[src/verilog/actc_pkg.sv]
package actc_pkg;
	localparam int NCORE = 5;
	localparam int RES_W = 12;
	localparam int FIFO_DEPTH = 16;
	localparam int FIFO_AW = 4;
	localparam int DIV_W = 7;
	localparam int SAMPLE_TIME_COUNT_W = 10;
	localparam int WAKE_W = 4;

	localparam logic [11:0] OFF_CTRL_ONE = 12'h000;
	localparam logic [11:0] OFF_CTRL_TWO = 12'h004;
	localparam logic [11:0] OFF_CTRL_THREE = 12'h008;
	localparam logic [11:0] OFF_ANALOG_EN = 12'h00c;
	localparam logic [11:0] OFF_TRIG_MODE = 12'h010;
	localparam logic [11:0] OFF_SYS_CFG = 12'h014;
	localparam logic [11:0] OFF_STATUS = 12'h018;
	localparam logic [11:0] OFF_FEED_SEL = 12'h01c;
	localparam logic [11:0] OFF_CORE_TIME = 12'h020;
	localparam logic [11:0] OFF_CAL_CFG = 12'h040;
	localparam logic [11:0] OFF_RESULT = 12'h060;
	localparam logic [11:0] OFF_INPUT_BUF = 12'h080;

	// Control one
	localparam int CP_BIT = 12;
	localparam int ON_BIT = 15;
	localparam logic [31:0] CTRL_ONE_MASK = 32'h0000_9000;
	// Control two: divider 6:0, sample time 25:16
	localparam int SAMPLE_TIME_COUNT_LSB = 16;
	localparam logic [31:0] CTRL_TWO_MASK = 32'h03ff_007f;
	// Control three: reference 15:13, digital enables 20:16,
	// control divider 29:24, clock source 31:30
	localparam int VREF_LSB = 13;
	localparam int DIGEN_LSB = 16;
	localparam int CLKDIV_LSB = 24;
	localparam int CLKSEL_LSB = 30;
	localparam logic [31:0] CTRL_THREE_MASK = 32'hff1f_e000;
	// Analog enable control: enables 4:0, wake-up count 27:24
	localparam int WAKE_LSB = 24;
	localparam logic [31:0] ANALOG_EN_MASK = 32'h0f00_001f;
	localparam logic [31:0] ANALOG_EN_RST = 32'h0000_0000;
	// Trigger mode
	localparam int ALT_LSB = 16;
	localparam int PRESYNC_LSB = 8;
	localparam int SSAMP_LSB = 0;
	localparam logic [31:0] TRIG_MODE_MASK = 32'h03ff_1f1f;
	localparam logic [1:0] ALT_CODE_PRIMARY = 2'h0;
	localparam logic [1:0] ALT_CODE_ALTERNATE = 2'h1;
	// System config
	localparam int SYS_CP_BIT = 7;
	localparam logic [31:0] SYS_CFG_MASK = 32'h0000_0080;
	// Per-core time: divider 6:0, resolution 9:8, sample time 25:16
	localparam int RES_LSB = 8;
	localparam logic [31:0] CORE_TIME_MASK = 32'h03ff_037f;
	// Status: ready 4:0, fifo not empty 12:8, fifo full 20:16
	localparam int ST_NEMPTY_LSB = 8;
	localparam int ST_FULL_LSB = 16;
endpackage : actc_pkg

[src/verilog/actc_core_clk.sv]
`timescale 1ns/10ps
// Divides the control clock into one core's clock enable.
module actc_core_clk (
	input wire logic pclk,
	input wire logic presetn,
	input wire logic run,
	input wire logic [actc_pkg::DIV_W-1:0] div,
	input wire logic [actc_pkg::WAKE_W-1:0] wake_cnt,
	output logic tick,
	output logic ready
);
	logic [actc_pkg::DIV_W-1:0] cnt_r;
	logic [actc_pkg::WAKE_W-1:0] wake_r;

	// A divider of zero is treated as one: a tick every cycle
	always_ff @(posedge pclk or negedge presetn) begin
		if (!presetn) begin
			cnt_r <= '0;
			tick <= 1'b0;
		end else if (!run) begin
			cnt_r <= '0;
			tick <= 1'b0;
		end else if (cnt_r + 7'h01 >= div) begin
			cnt_r <= '0;
			tick <= 1'b1;
		end else begin
			cnt_r <= cnt_r + 7'h01;
			tick <= 1'b0;
		end
	end

	// Core counts as warmed up after one more than the wake-up number of its ticks
	always_ff @(posedge pclk or negedge presetn) begin
		if (!presetn) begin
			wake_r <= '0;
			ready <= 1'b0;
		end else if (!run) begin
			wake_r <= '0;
			ready <= 1'b0;
		end else if (tick && !ready) begin
			if (wake_r >= wake_cnt)
				ready <= 1'b1;
			else
				wake_r <= wake_r + 4'h1;
		end
	end
endmodule : actc_core_clk

[src/verilog/actc_result_fifo.sv]
`timescale 1ns/10ps
// Result FIFO of one dedicated core; a result arriving when full is lost.
module actc_result_fifo (
	input wire logic pclk,
	input wire logic presetn,
	input wire logic push,
	input wire logic [actc_pkg::RES_W-1:0] wdata,
	input wire logic pop,
	output logic [actc_pkg::RES_W-1:0] rdata,
	output logic empty,
	output logic full
);
	logic [actc_pkg::RES_W-1:0] mem [actc_pkg::FIFO_DEPTH];
	logic [actc_pkg::FIFO_AW:0] wp_r;
	logic [actc_pkg::FIFO_AW:0] rp_r;

	assign empty = (wp_r == rp_r);
	assign full = (wp_r[actc_pkg::FIFO_AW] != rp_r[actc_pkg::FIFO_AW]) &&
		(wp_r[actc_pkg::FIFO_AW-1:0] == rp_r[actc_pkg::FIFO_AW-1:0]);
	assign rdata = mem[rp_r[actc_pkg::FIFO_AW-1:0]];

	always_ff @(posedge pclk) begin
		if (push && !full)
			mem[wp_r[actc_pkg::FIFO_AW-1:0]] <= wdata;
	end

	always_ff @(posedge pclk or negedge presetn) begin
		if (!presetn) begin
			wp_r <= '0;
			rp_r <= '0;
		end else begin
			if (push && !full)
				wp_r <= wp_r + 5'h01;
			if (pop && !empty)
				rp_r <= rp_r + 5'h01;
		end
	end
endmodule : actc_result_fifo

[src/verilog/actc_top.sv]
// Design decisions made here: the address map and register access over APB.
`timescale 1ns/10ps
// Dedicated-core control: registers, core clocks, input select,
// trigger routing and result capture.
module actc_top (
	input wire logic pclk,
	input wire logic presetn,
	input wire logic psel,
	input wire logic penable,
	input wire logic pwrite,
	input wire logic [11:0] paddr,
	input wire logic [31:0] pwdata,
	output logic [31:0] prdata,
	output logic pready,
	output logic pslverr,
	input wire logic [actc_pkg::NCORE-1:0] trig_in,
	input wire logic [actc_pkg::NCORE-1:0] conv_done,
	input wire logic [actc_pkg::NCORE*actc_pkg::RES_W-1:0] conv_data,
	output logic module_on,
	output logic converter_charge_pump_enable,
	output logic system_analog_charge_pump_enable,
	output logic [actc_pkg::NCORE-1:0] core_clk_en,
	output logic [actc_pkg::NCORE-1:0] core_bias_en,
	output logic [actc_pkg::NCORE-1:0] core_ready,
	output logic [actc_pkg::NCORE-1:0] core_alt_input,
	output logic [actc_pkg::NCORE-1:0] core_sampling_mode,
	output logic [actc_pkg::NCORE-1:0] core_trigger,
	output logic [actc_pkg::NCORE*2-1:0] core_resolution,
	output logic [actc_pkg::NCORE*actc_pkg::SAMPLE_TIME_COUNT_W-1:0] core_sample_time,
	output logic [actc_pkg::NCORE-1:0] feed_valid,
	output logic [actc_pkg::NCORE*actc_pkg::RES_W-1:0] feed_data
);
	localparam int N = actc_pkg::NCORE;
	localparam int RW = actc_pkg::RES_W;

	logic [31:0] ctrl_one_r;
	logic [31:0] ctrl_two_r;
	logic [31:0] ctrl_three_r;
	logic [31:0] analog_en_r;
	logic [31:0] dedicated_core_trigger_mode;
	logic [31:0] sys_cfg_r;
	logic [N-1:0] feed_sel_r;
	logic [31:0] core_time_r [N];
	logic [31:0] core_calibration_config [N];
	// Result buffers: one per input, primary at 2*i, alternate at 2*i+1
	logic [RW-1:0] input_buf_r [2*N];

	logic wr_en;
	logic rd_en;
	logic addr_hit;
	logic [31:0] rd_mux;
	logic [N-1:0] fifo_pop;
	logic [N-1:0] fifo_empty;
	logic [N-1:0] fifo_full;
	logic [RW-1:0] fifo_rdata [N];
	logic [N-1:0] core_tick;
	logic [N-1:0] trig_pend_r;
	logic [N-1:0] core_analog_enable;
	logic [N-1:0] core_digital_enable;
	logic [N-1:0] core_trigger_presync_enable;

	// Zero-wait slave: every access completes in its first access cycle
	assign pready = 1'b1;
	assign wr_en = psel && penable && pwrite;
	assign rd_en = psel && penable && !pwrite;
	// Unmapped addresses answer with an error and change nothing
	assign pslverr = psel && penable && !addr_hit;

	assign module_on = ctrl_one_r[actc_pkg::ON_BIT];
	assign converter_charge_pump_enable = ctrl_one_r[actc_pkg::CP_BIT];
	assign system_analog_charge_pump_enable =
		sys_cfg_r[actc_pkg::SYS_CP_BIT];
	// Enables fan out per core from the shared registers
	assign core_analog_enable = analog_en_r[N-1:0];
	assign core_digital_enable =
		ctrl_three_r[actc_pkg::DIGEN_LSB +: N];
	assign core_trigger_presync_enable =
		dedicated_core_trigger_mode[actc_pkg::PRESYNC_LSB +: N];
	assign core_sampling_mode =
		dedicated_core_trigger_mode[actc_pkg::SSAMP_LSB +: N];

	// Address decode and read mux
	// Per-core and per-input offsets are matched in loops over one base
	always_comb begin
		addr_hit = 1'b1;
		rd_mux = 32'h0000_0000;
		case (paddr)
		actc_pkg::OFF_CTRL_ONE: rd_mux = ctrl_one_r;
		actc_pkg::OFF_CTRL_TWO: rd_mux = ctrl_two_r;
		actc_pkg::OFF_CTRL_THREE: rd_mux = ctrl_three_r;
		actc_pkg::OFF_ANALOG_EN: rd_mux = analog_en_r;
		actc_pkg::OFF_TRIG_MODE: rd_mux = dedicated_core_trigger_mode;
		actc_pkg::OFF_SYS_CFG: rd_mux = sys_cfg_r;
		actc_pkg::OFF_FEED_SEL: rd_mux = {27'h0, feed_sel_r};
		actc_pkg::OFF_STATUS: begin
			rd_mux[N-1:0] = core_ready;
			rd_mux[actc_pkg::ST_NEMPTY_LSB +: N] = ~fifo_empty;
			rd_mux[actc_pkg::ST_FULL_LSB +: N] = fifo_full;
		end
		default: begin
			addr_hit = 1'b0;
			for (int i = 0; i < N; i++) begin
				if (paddr == actc_pkg::OFF_CORE_TIME + 12'(4 * i)) begin
					addr_hit = 1'b1;
					rd_mux = core_time_r[i];
				end
				if (paddr == actc_pkg::OFF_CAL_CFG + 12'(4 * i)) begin
					addr_hit = 1'b1;
					rd_mux = core_calibration_config[i];
				end
				if (paddr == actc_pkg::OFF_RESULT + 12'(4 * i)) begin
					addr_hit = 1'b1;
					// An empty FIFO reads as zero, never as unwritten memory
					if (!fifo_empty[i])
						rd_mux = {20'h0, fifo_rdata[i]};
				end
			end
			for (int j = 0; j < 2 * N; j++) begin
				if (paddr == actc_pkg::OFF_INPUT_BUF + 12'(4 * j)) begin
					addr_hit = 1'b1;
					rd_mux = {20'h0, input_buf_r[j]};
				end
			end
		end
		endcase
	end

	assign prdata = rd_mux;

	// Shared control registers; writes masked so unimplemented bits stay 0
	always_ff @(posedge pclk or negedge presetn) begin
		if (!presetn) begin
			ctrl_one_r <= 32'h0000_0000;
			ctrl_two_r <= 32'h0000_0000;
			ctrl_three_r <= 32'h0000_0000;
			analog_en_r <= actc_pkg::ANALOG_EN_RST;
			sys_cfg_r <= 32'h0000_0000;
		end else if (wr_en) begin
			case (paddr)
			actc_pkg::OFF_CTRL_ONE:
				ctrl_one_r <= pwdata & actc_pkg::CTRL_ONE_MASK;
			actc_pkg::OFF_CTRL_TWO:
				ctrl_two_r <= pwdata & actc_pkg::CTRL_TWO_MASK;
			actc_pkg::OFF_CTRL_THREE:
				ctrl_three_r <= pwdata & actc_pkg::CTRL_THREE_MASK;
			actc_pkg::OFF_ANALOG_EN:
				analog_en_r <= pwdata & actc_pkg::ANALOG_EN_MASK;
			actc_pkg::OFF_SYS_CFG:
				sys_cfg_r <= pwdata & actc_pkg::SYS_CFG_MASK;
			// Status, result and buffer offsets are read-only here
			default: begin
			end
			endcase
		end
	end

	// Feed select decides which cores pass results on to filter and comparator
	always_ff @(posedge pclk or negedge presetn) begin
		if (!presetn)
			feed_sel_r <= '0;
		else if (wr_en && paddr == actc_pkg::OFF_FEED_SEL)
			feed_sel_r <= pwdata[N-1:0];
	end

	// Trigger-mode register
	// Reserved input codes are kept so software reads back what it wrote
	always_ff @(posedge pclk or negedge presetn) begin
		if (!presetn)
			dedicated_core_trigger_mode <= 32'h0000_0000;
		else if (wr_en && paddr == actc_pkg::OFF_TRIG_MODE)
			dedicated_core_trigger_mode <=
				pwdata & actc_pkg::TRIG_MODE_MASK;
	end

	// Per-core shared control: clocks, time settings, triggers, results
	for (genvar g = 0; g < N; g++) begin : g_core
		logic [1:0] alt_code;
		logic use_alt;
		logic run;

		assign alt_code = dedicated_core_trigger_mode[
			actc_pkg::ALT_LSB + 2 * g +: 2];
		// Reserved codes fall back to the primary input
		assign use_alt = (alt_code == actc_pkg::ALT_CODE_ALTERNATE);
		// Clock runs from the analog enable alone so the core can warm up
		// before the module is switched on
		assign run = core_analog_enable[g];

		always_ff @(posedge pclk or negedge presetn) begin
			if (!presetn)
				core_time_r[g] <= 32'h0000_0000;
			else if (wr_en &&
				paddr == actc_pkg::OFF_CORE_TIME + 12'(4 * g))
				core_time_r[g] <= pwdata & actc_pkg::CORE_TIME_MASK;
		end

		// Calibration words are plain storage for the analog side
		always_ff @(posedge pclk or negedge presetn) begin
			if (!presetn)
				core_calibration_config[g] <= 32'h0000_0000;
			else if (wr_en &&
				paddr == actc_pkg::OFF_CAL_CFG + 12'(4 * g))
				core_calibration_config[g] <= pwdata;
		end

		// One wake-up count serves all cores
		actc_core_clk actc_core_clk_inst (
			.pclk(pclk),
			.presetn(presetn),
			.run(run),
			.div(core_time_r[g][actc_pkg::DIV_W-1:0]),
			.wake_cnt(analog_en_r[actc_pkg::WAKE_LSB +: actc_pkg::WAKE_W]),
			.tick(core_tick[g]),
			.ready(core_ready[g])
		);

		always_ff @(posedge pclk or negedge presetn) begin
			if (!presetn) begin
				core_clk_en[g] <= 1'b0;
				core_bias_en[g] <= 1'b0;
			end else begin
				core_clk_en[g] <= core_tick[g];
				core_bias_en[g] <= run;
			end
		end

		always_ff @(posedge pclk or negedge presetn) begin
			if (!presetn)
				core_alt_input[g] <= 1'b0;
			else
				core_alt_input[g] <= use_alt;
		end

		// Time settings are copied out so the core sees registered values
		always_ff @(posedge pclk or negedge presetn) begin
			if (!presetn) begin
				core_resolution[2 * g +: 2] <= 2'h0;
				core_sample_time[actc_pkg::SAMPLE_TIME_COUNT_W * g +: actc_pkg::SAMPLE_TIME_COUNT_W]
					<= '0;
			end else begin
				core_resolution[2 * g +: 2] <=
					core_time_r[g][actc_pkg::RES_LSB +: 2];
				core_sample_time[actc_pkg::SAMPLE_TIME_COUNT_W * g +: actc_pkg::SAMPLE_TIME_COUNT_W]
					<= core_time_r[g][actc_pkg::SAMPLE_TIME_COUNT_LSB +:
					actc_pkg::SAMPLE_TIME_COUNT_W];
			end
		end

		// Presync: a trigger is held and released on the core's next tick,
		// which costs up to one core period of latency
		// Switching the module or the core's digital side off drops it
		always_ff @(posedge pclk or negedge presetn) begin
			if (!presetn) begin
				trig_pend_r[g] <= 1'b0;
				core_trigger[g] <= 1'b0;
			end else if (!(module_on && core_digital_enable[g])) begin
				trig_pend_r[g] <= 1'b0;
				core_trigger[g] <= 1'b0;
			end else if (core_trigger_presync_enable[g]) begin
				core_trigger[g] <= core_tick[g] && (trig_pend_r[g] || trig_in[g]);
				trig_pend_r[g] <= !core_tick[g] && (trig_pend_r[g] || trig_in[g]);
			end else begin
				core_trigger[g] <= trig_in[g];
				trig_pend_r[g] <= 1'b0;
			end
		end

		// Result goes to the buffer of whichever input was sampled
		always_ff @(posedge pclk or negedge presetn) begin
			if (!presetn) begin
				input_buf_r[2 * g] <= '0;
				input_buf_r[2 * g + 1] <= '0;
			end else if (conv_done[g]) begin
				if (use_alt)
					input_buf_r[2 * g + 1] <= conv_data[RW * g +: RW];
				else
					input_buf_r[2 * g] <= conv_data[RW * g +: RW];
			end
		end

		// Feed to filter and comparator only for selected cores
		always_ff @(posedge pclk or negedge presetn) begin
			if (!presetn) begin
				feed_valid[g] <= 1'b0;
				feed_data[RW * g +: RW] <= '0;
			end else begin
				feed_valid[g] <= conv_done[g] && feed_sel_r[g];
				if (conv_done[g] && feed_sel_r[g])
					feed_data[RW * g +: RW] <= conv_data[RW * g +: RW];
			end
		end

		assign fifo_pop[g] = rd_en &&
			(paddr == actc_pkg::OFF_RESULT + 12'(4 * g));

		// Every finished result is queued unless the FIFO is full, whichever input it came from
		actc_result_fifo actc_result_fifo_inst (
			.pclk(pclk),
			.presetn(presetn),
			.push(conv_done[g]),
			.wdata(conv_data[RW * g +: RW]),
			.pop(fifo_pop[g]),
			.rdata(fifo_rdata[g]),
			.empty(fifo_empty[g]),
			.full(fifo_full[g])
		);
	end
endmodule : actc_top

[config.mk]
export PLATFORM = sky130hd
export DESIGN_NAME = actc_top
export DESIGN_NICKNAME = d
export VERILOG_FILES = /design/src/verilog/actc_pkg.sv /design/src/verilog/actc_core_clk.sv /design/src/verilog/actc_result_fifo.sv /design/src/verilog/actc_top.sv
export SDC_FILE = /design/constraint.sdc
export NUM_CORES = 2
export LEC_CHECK = 0
export ABC_AREA = 0
export BUFFER_PORTS_ARGS = -buffer_cell sky130_fd_sc_hd__buf_2
export CELL_PAD_IN_SITES_DETAIL_PLACEMENT = 1
export CELL_PAD_IN_SITES_GLOBAL_PLACEMENT = 2
export CORE_ASPECT_RATIO = 0.9
export CORE_MARGIN = 8
export CORE_UTILIZATION = 40
export DETAILED_ROUTE_END_ITERATION = 6
export PLACE_DENSITY = 0.75
export SYNTH_ARGS = -nofsm -noshare
export SYNTH_HDL_FRONTEND = slang
export SYNTH_HIERARCHICAL = 1
export SYNTH_SLANG_ARGS = --single-unit
[constraint.sdc]
create_clock -name pclk -period 5.44 [get_ports pclk]
set_input_delay 0.544 -clock pclk [delete_from_list [all_inputs] [get_ports pclk]]
set_output_delay 0.544 -clock pclk [all_outputs]
set_load 0.01 [all_outputs]
==> out/qor_table.md <==
| Quantity | Value | Unit |
|:---|:---|:---|
| Commonest register cell after synthesis | edfxtp_1 | - |
| Final Hold Vio Count | 0 | - |
| Gr ovfl total | 0 | - |
| Final Hold Slack | 0.0568 | ns |
| Maximum number of pins on one net before global-route repair | 137 | - |
| Warnings, synthesis | 6 | - |
| Height of the chip | 413 | µm |
| Total Die Area | 189,000 | µm² |
| #FFs+latches synth | 1,670 | - |
| Leakage power of the design | 31.7 | nW |
| Cell with the most instances after synthesis | edfxtp_1 | - |
| Clock tree buffer depth | 3 | - |
| Ordered cell list for the critical path | buf_4, xnor2_1, nand4_1, buf_4, nor2_1, buf_4, nor4_1, a22oi_1, o211ai_1, a211oi_1, o31ai_1, a21oi_1, o31ai_1, buf_4, buf_2 | - |
| Worst slack, placed | 0.565 | ns |
| Share of final-layout standard cells stronger than drive strength 1 | 31.7 | % |
| # nets final | 4,904 | - |
| Count of standard-cell rows | 145 | - |
| Area of the core region | 174,000 | µm² |
| Power Density | 361 | nW/µm² |
| Final number of setup-violating endpoints | 0 | - |
| Run status | finished, violations left | - |
| Post-route worst setup slack | 0.156 | ns |
| Mean routed wirelength per cell | 31.1 | µm |
| FFs w/ async S/R, synth | 42.5 | % |
| Clock transition at path regs | 0.06 | ns |
| Effective utilization at floorplan | 40.3 | % |
| Worst vdd rail ir drop | 0.000284 | V |
| Type of origin of the critical path | flop | - |
| DRC viols | 0 | - |
| Global-route total usage across every layer | 22.9 | % |
| RePlAce Congestion | 0.951 | - |
| Maximum net fanout on the critical path | 14 | - |
| Final routed wirelength across all metal layers | 222,000 | µm |
| Top cell types by occurrence after synthesis | edfxtp_1 (960), dfrtp_1 (710), mux2_2 (505), nand2_1 (235), mux4_2 (194) | - |
| Post-synth EDFFs | 960 | - |
| Final critical-path required period | 5.28 | ns |
| Worst min-delay path category | input port to flop | - |
| Clock tree sinks | 1,670 | - |
| Vias in the first global route | 43,791 | - |
| Fillers | 16,831 | - |
| Area of placed instances | 74,700 | µm² |
| Critical path arrival | 4.74 | ns |
| Area overhead of the layout relative to synthesis | 15.2 | % |
| Critical Path Slowest Stage Cell | nor4_1 | - |
| Mean post-synth cell area | 16.3 | µm² |
| Final Cell Area | 80,600 | µm² |
| Setup repair after global routing missed its margin | false | - |
| Gate count after technology mapping | 4,286 | - |
| Leading area contributor after synthesis | edfxtp_1 | - |
| Post-synth top area share | 41.2 | % |
| Distinct cell type count after synthesis | 93 | - |
| Max-Slew Margin vs Limit | -4.09 | % |
| Required time at the endpoint of the critical path | 4.90 | ns |
| Clk Tree Root Cell | clkbuf_16 | - |
| Setup_tns | 0 | ns |
| Number of setup buffers added after CTS | 0 | - |
| Count of nets left with antenna violations after detail routing | 0 | - |
| Worst-case clock skew | 0.0454 | ns |
| Critical path buffers and inverters | 5 | - |
| Detailed-placement wirelength estimate | 153,000 | µm |
| Crit-path leading delay family | compound AO/OA/AOI/OAI gates | - |
| Cell repeated most along the worst path | buf_4 | - |
| Post-synthesis net count | 4,495 | - |
| Largest cells by area after synthesis | edfxtp_1 (41%), dfrtp_1 (25%), mux2_2 (8.1%) | - |
| TritonCTS buffer count | 176 | - |
| Largest stage delay, worst path | 0.72 | ns |
| Via density per instance | 5.86 | - |
| Slew of the pin with the lowest slew margin | 1.55 | ns |
| Number of ports placed on the die boundary | 311 | - |
| Pins over their slew limit | 5 | - |
| Violated checks | capacitance limit, slew limit | - |
| Vias post-DR | 41,785 | - |
| Clock latency reported for the late side of the worst-skew pair | 0.83 | ns |
| Starting DRT DRC Count | 3,800 | - |
| Fraction of the yosys area taken by sequential cells | 66.5 | % |
| First-pass GRT wire length | 320,000 | µm |
| First-pass iteration count of the detailed router | 6 | - |
| CTS tree | built | - |
| Max H-tree Level | 4 | - |
| Number of antenna violations at the first check in global routing | 21 | - |
| Period utilisation layout | 97.1 | % |
| Startpoint-to-endpoint class of the critical path | flop to output pin | - |
| Chip Width | 457 | µm |
| Highest clock frequency the design can meet | 189 | MHz |
| Cell area after synthesis | 70,000 | µm² |
| Critical path endpoint category | output pin | - |
| Input/output buffers | 309 | - |
| Reported max-cap violation count | 1 | - |
==> sequential cells by signal, indices dropped and copies added (netlist names), 9 cells and up <==
| register | flops |
|---|---|
| g_core.actc_result_fifo_inst/rp_r | 25 |
| input_buf_r | 120 |
| g_core.actc_result_fifo_inst/wp_r | 25 |
| g_core.actc_core_clk_inst/cnt_r | 35 |
| analog_en_r | 9 |
| core_resolution | 10 |
| ctrl_two_r | 17 |
| ctrl_three_r | 16 |
| dedicated_core_trigger_mode | 20 |
| feed_data | 60 |
| g_core.actc_result_fifo_inst/mem | 960 |
| core_sample_time | 50 |
| core_calibration_config | 160 |
| core_time_r | 95 |
| g_core.actc_core_clk_inst/wake_r | 20 |
==> layout by cell type (no fill, tap or decap), drive strengths merged, types with 18 or more instances in the layout <==
cell    Yosys  layout
edfxtp    960     960
dfrtp     710     710
mux2      518     518
buf       127     471
clkbuf    118     256
mux4      240     240
nand2     235     235
a22oi     182     182
nor2      143     143
inv        87      93
ha         90      90
o21ai      78      78
nor3       77      77
xnor2      70      70
a21oi      59      59
nand3      54      54
clkinv      0      48
a221oi     41      41
a222oi     40      40
o211ai     36      36
nand2b     35      35
nor3b      31      31
nand4      28      28
nor2b      26      26
nor4       25      25
and3       23      23
mux2i      23      23
o221ai     18      18
==> cell families (layout without fill, tap and decap cells) <==
kind of cell    after synthesis  count (layout)  share of synthesized area, %
mux                         781             781                          16.6
other cells                   1              16                       0.00536
flops                      1670            1670                          66.5
compound gates              588             588                          6.42
xor+xnor                     85              85                          1.07
buf+inv                     332             887                          2.32
simple gates                739             739                          5.41
fa+ha+maj                    90              90                          1.61
==> worst register-to-register path: cells and delay by family (launching register included) <==
kind / cells / cell delay, ns
xor gates and xnor gates: 1 / 0.12
buffers and inverters: 3 / 0.87
DFF: 1 / 0.53
and+or+nand+nor: 3 / 1.04
==> routing by layer <==
metal  wire (µm)  vias up  share of wire [%]  global-route usage [%]
met1       95600    22444                 43                    31.6
met2      105000     1344                 47                    36.9
li1            -    17603                  -                       -
met4        9010        0                4.1                    9.02
met5           0        -                  0                       0
met3       12000      394                5.4                    3.49
==> per-stage QoR <==
stage | power (mW) | util [%] | instances
global placement | 17.2 | 43.0 | 6790
floorplan | 16.1 | - | 4286
global route | 30.0 | 46.4 | 7132
finish | 29.1 | 46.4 | 7134
CTS | 29.4 | 46.4 | 7119
detailed placement | 17.3 | 43.0 | 6790
==> final cells by class <==
class                      instances  area [µm²]  share of cell area, %
timing repair buffer             476        2930                   3.63
tap                             2278        2850                   3.53
inverter                          87         327                  0.405
clock buffer                     256        4910                   6.09
sequential                      1670       46600                   57.8
multi-input combinational       2284       22100                   27.4
clock inverter                    68         892                   1.11
antenna                           15        37.5                 0.0465
==> power breakdown <==
group / switching [mW] / leakage (nW) / total, mW / internal, mW
combinational: 1.59 / 10.5 / 2.30 / 0.702
sequential: 0.444 / 18.4 / 14.8 / 14.3
clock: 5.17 / 2.79 / 12.0 / 6.86
==> timing repair <==
action	in CTS	in global routing
hold endpoints to repair	83	0
hold buffers	5	0
resized for setup	1	6
endpoints found under the setup margin	1	5
==> worst paths after layout <==
path	startpoint	depth (start not counted)	slack, ns	end
max in group asynchronous	presetn	3	3.72	g_core[4].actc_result_fifo_inst/rp_r[1]$_DFFE_PN0P_
min	pwdata[29]	2	0.06	core_calibration_config[125]$_DFFE_PN0P_
max reg2reg	g_core[1].actc_result_fifo_inst/rp_r[0]$_DFFE_PN0P_	7	2.58	g_core[1].actc_result_fifo_inst/mem[12][2]$_DFFE_PP_
min in group asynchronous	presetn	2	0.37	g_core[3].actc_result_fifo_inst/wp_r[3]$_DFFE_PN0P_
min reg2reg	core_time_r[147]$_DFFE_PN0P_	0	0.40	core_sample_time[3]$_DFF_PN0_
max	g_core[1].actc_result_fifo_inst/rp_r[0]$_DFFE_PN0P_	15	0.16	prdata[7]
Power figures use the tool's default switching activity.
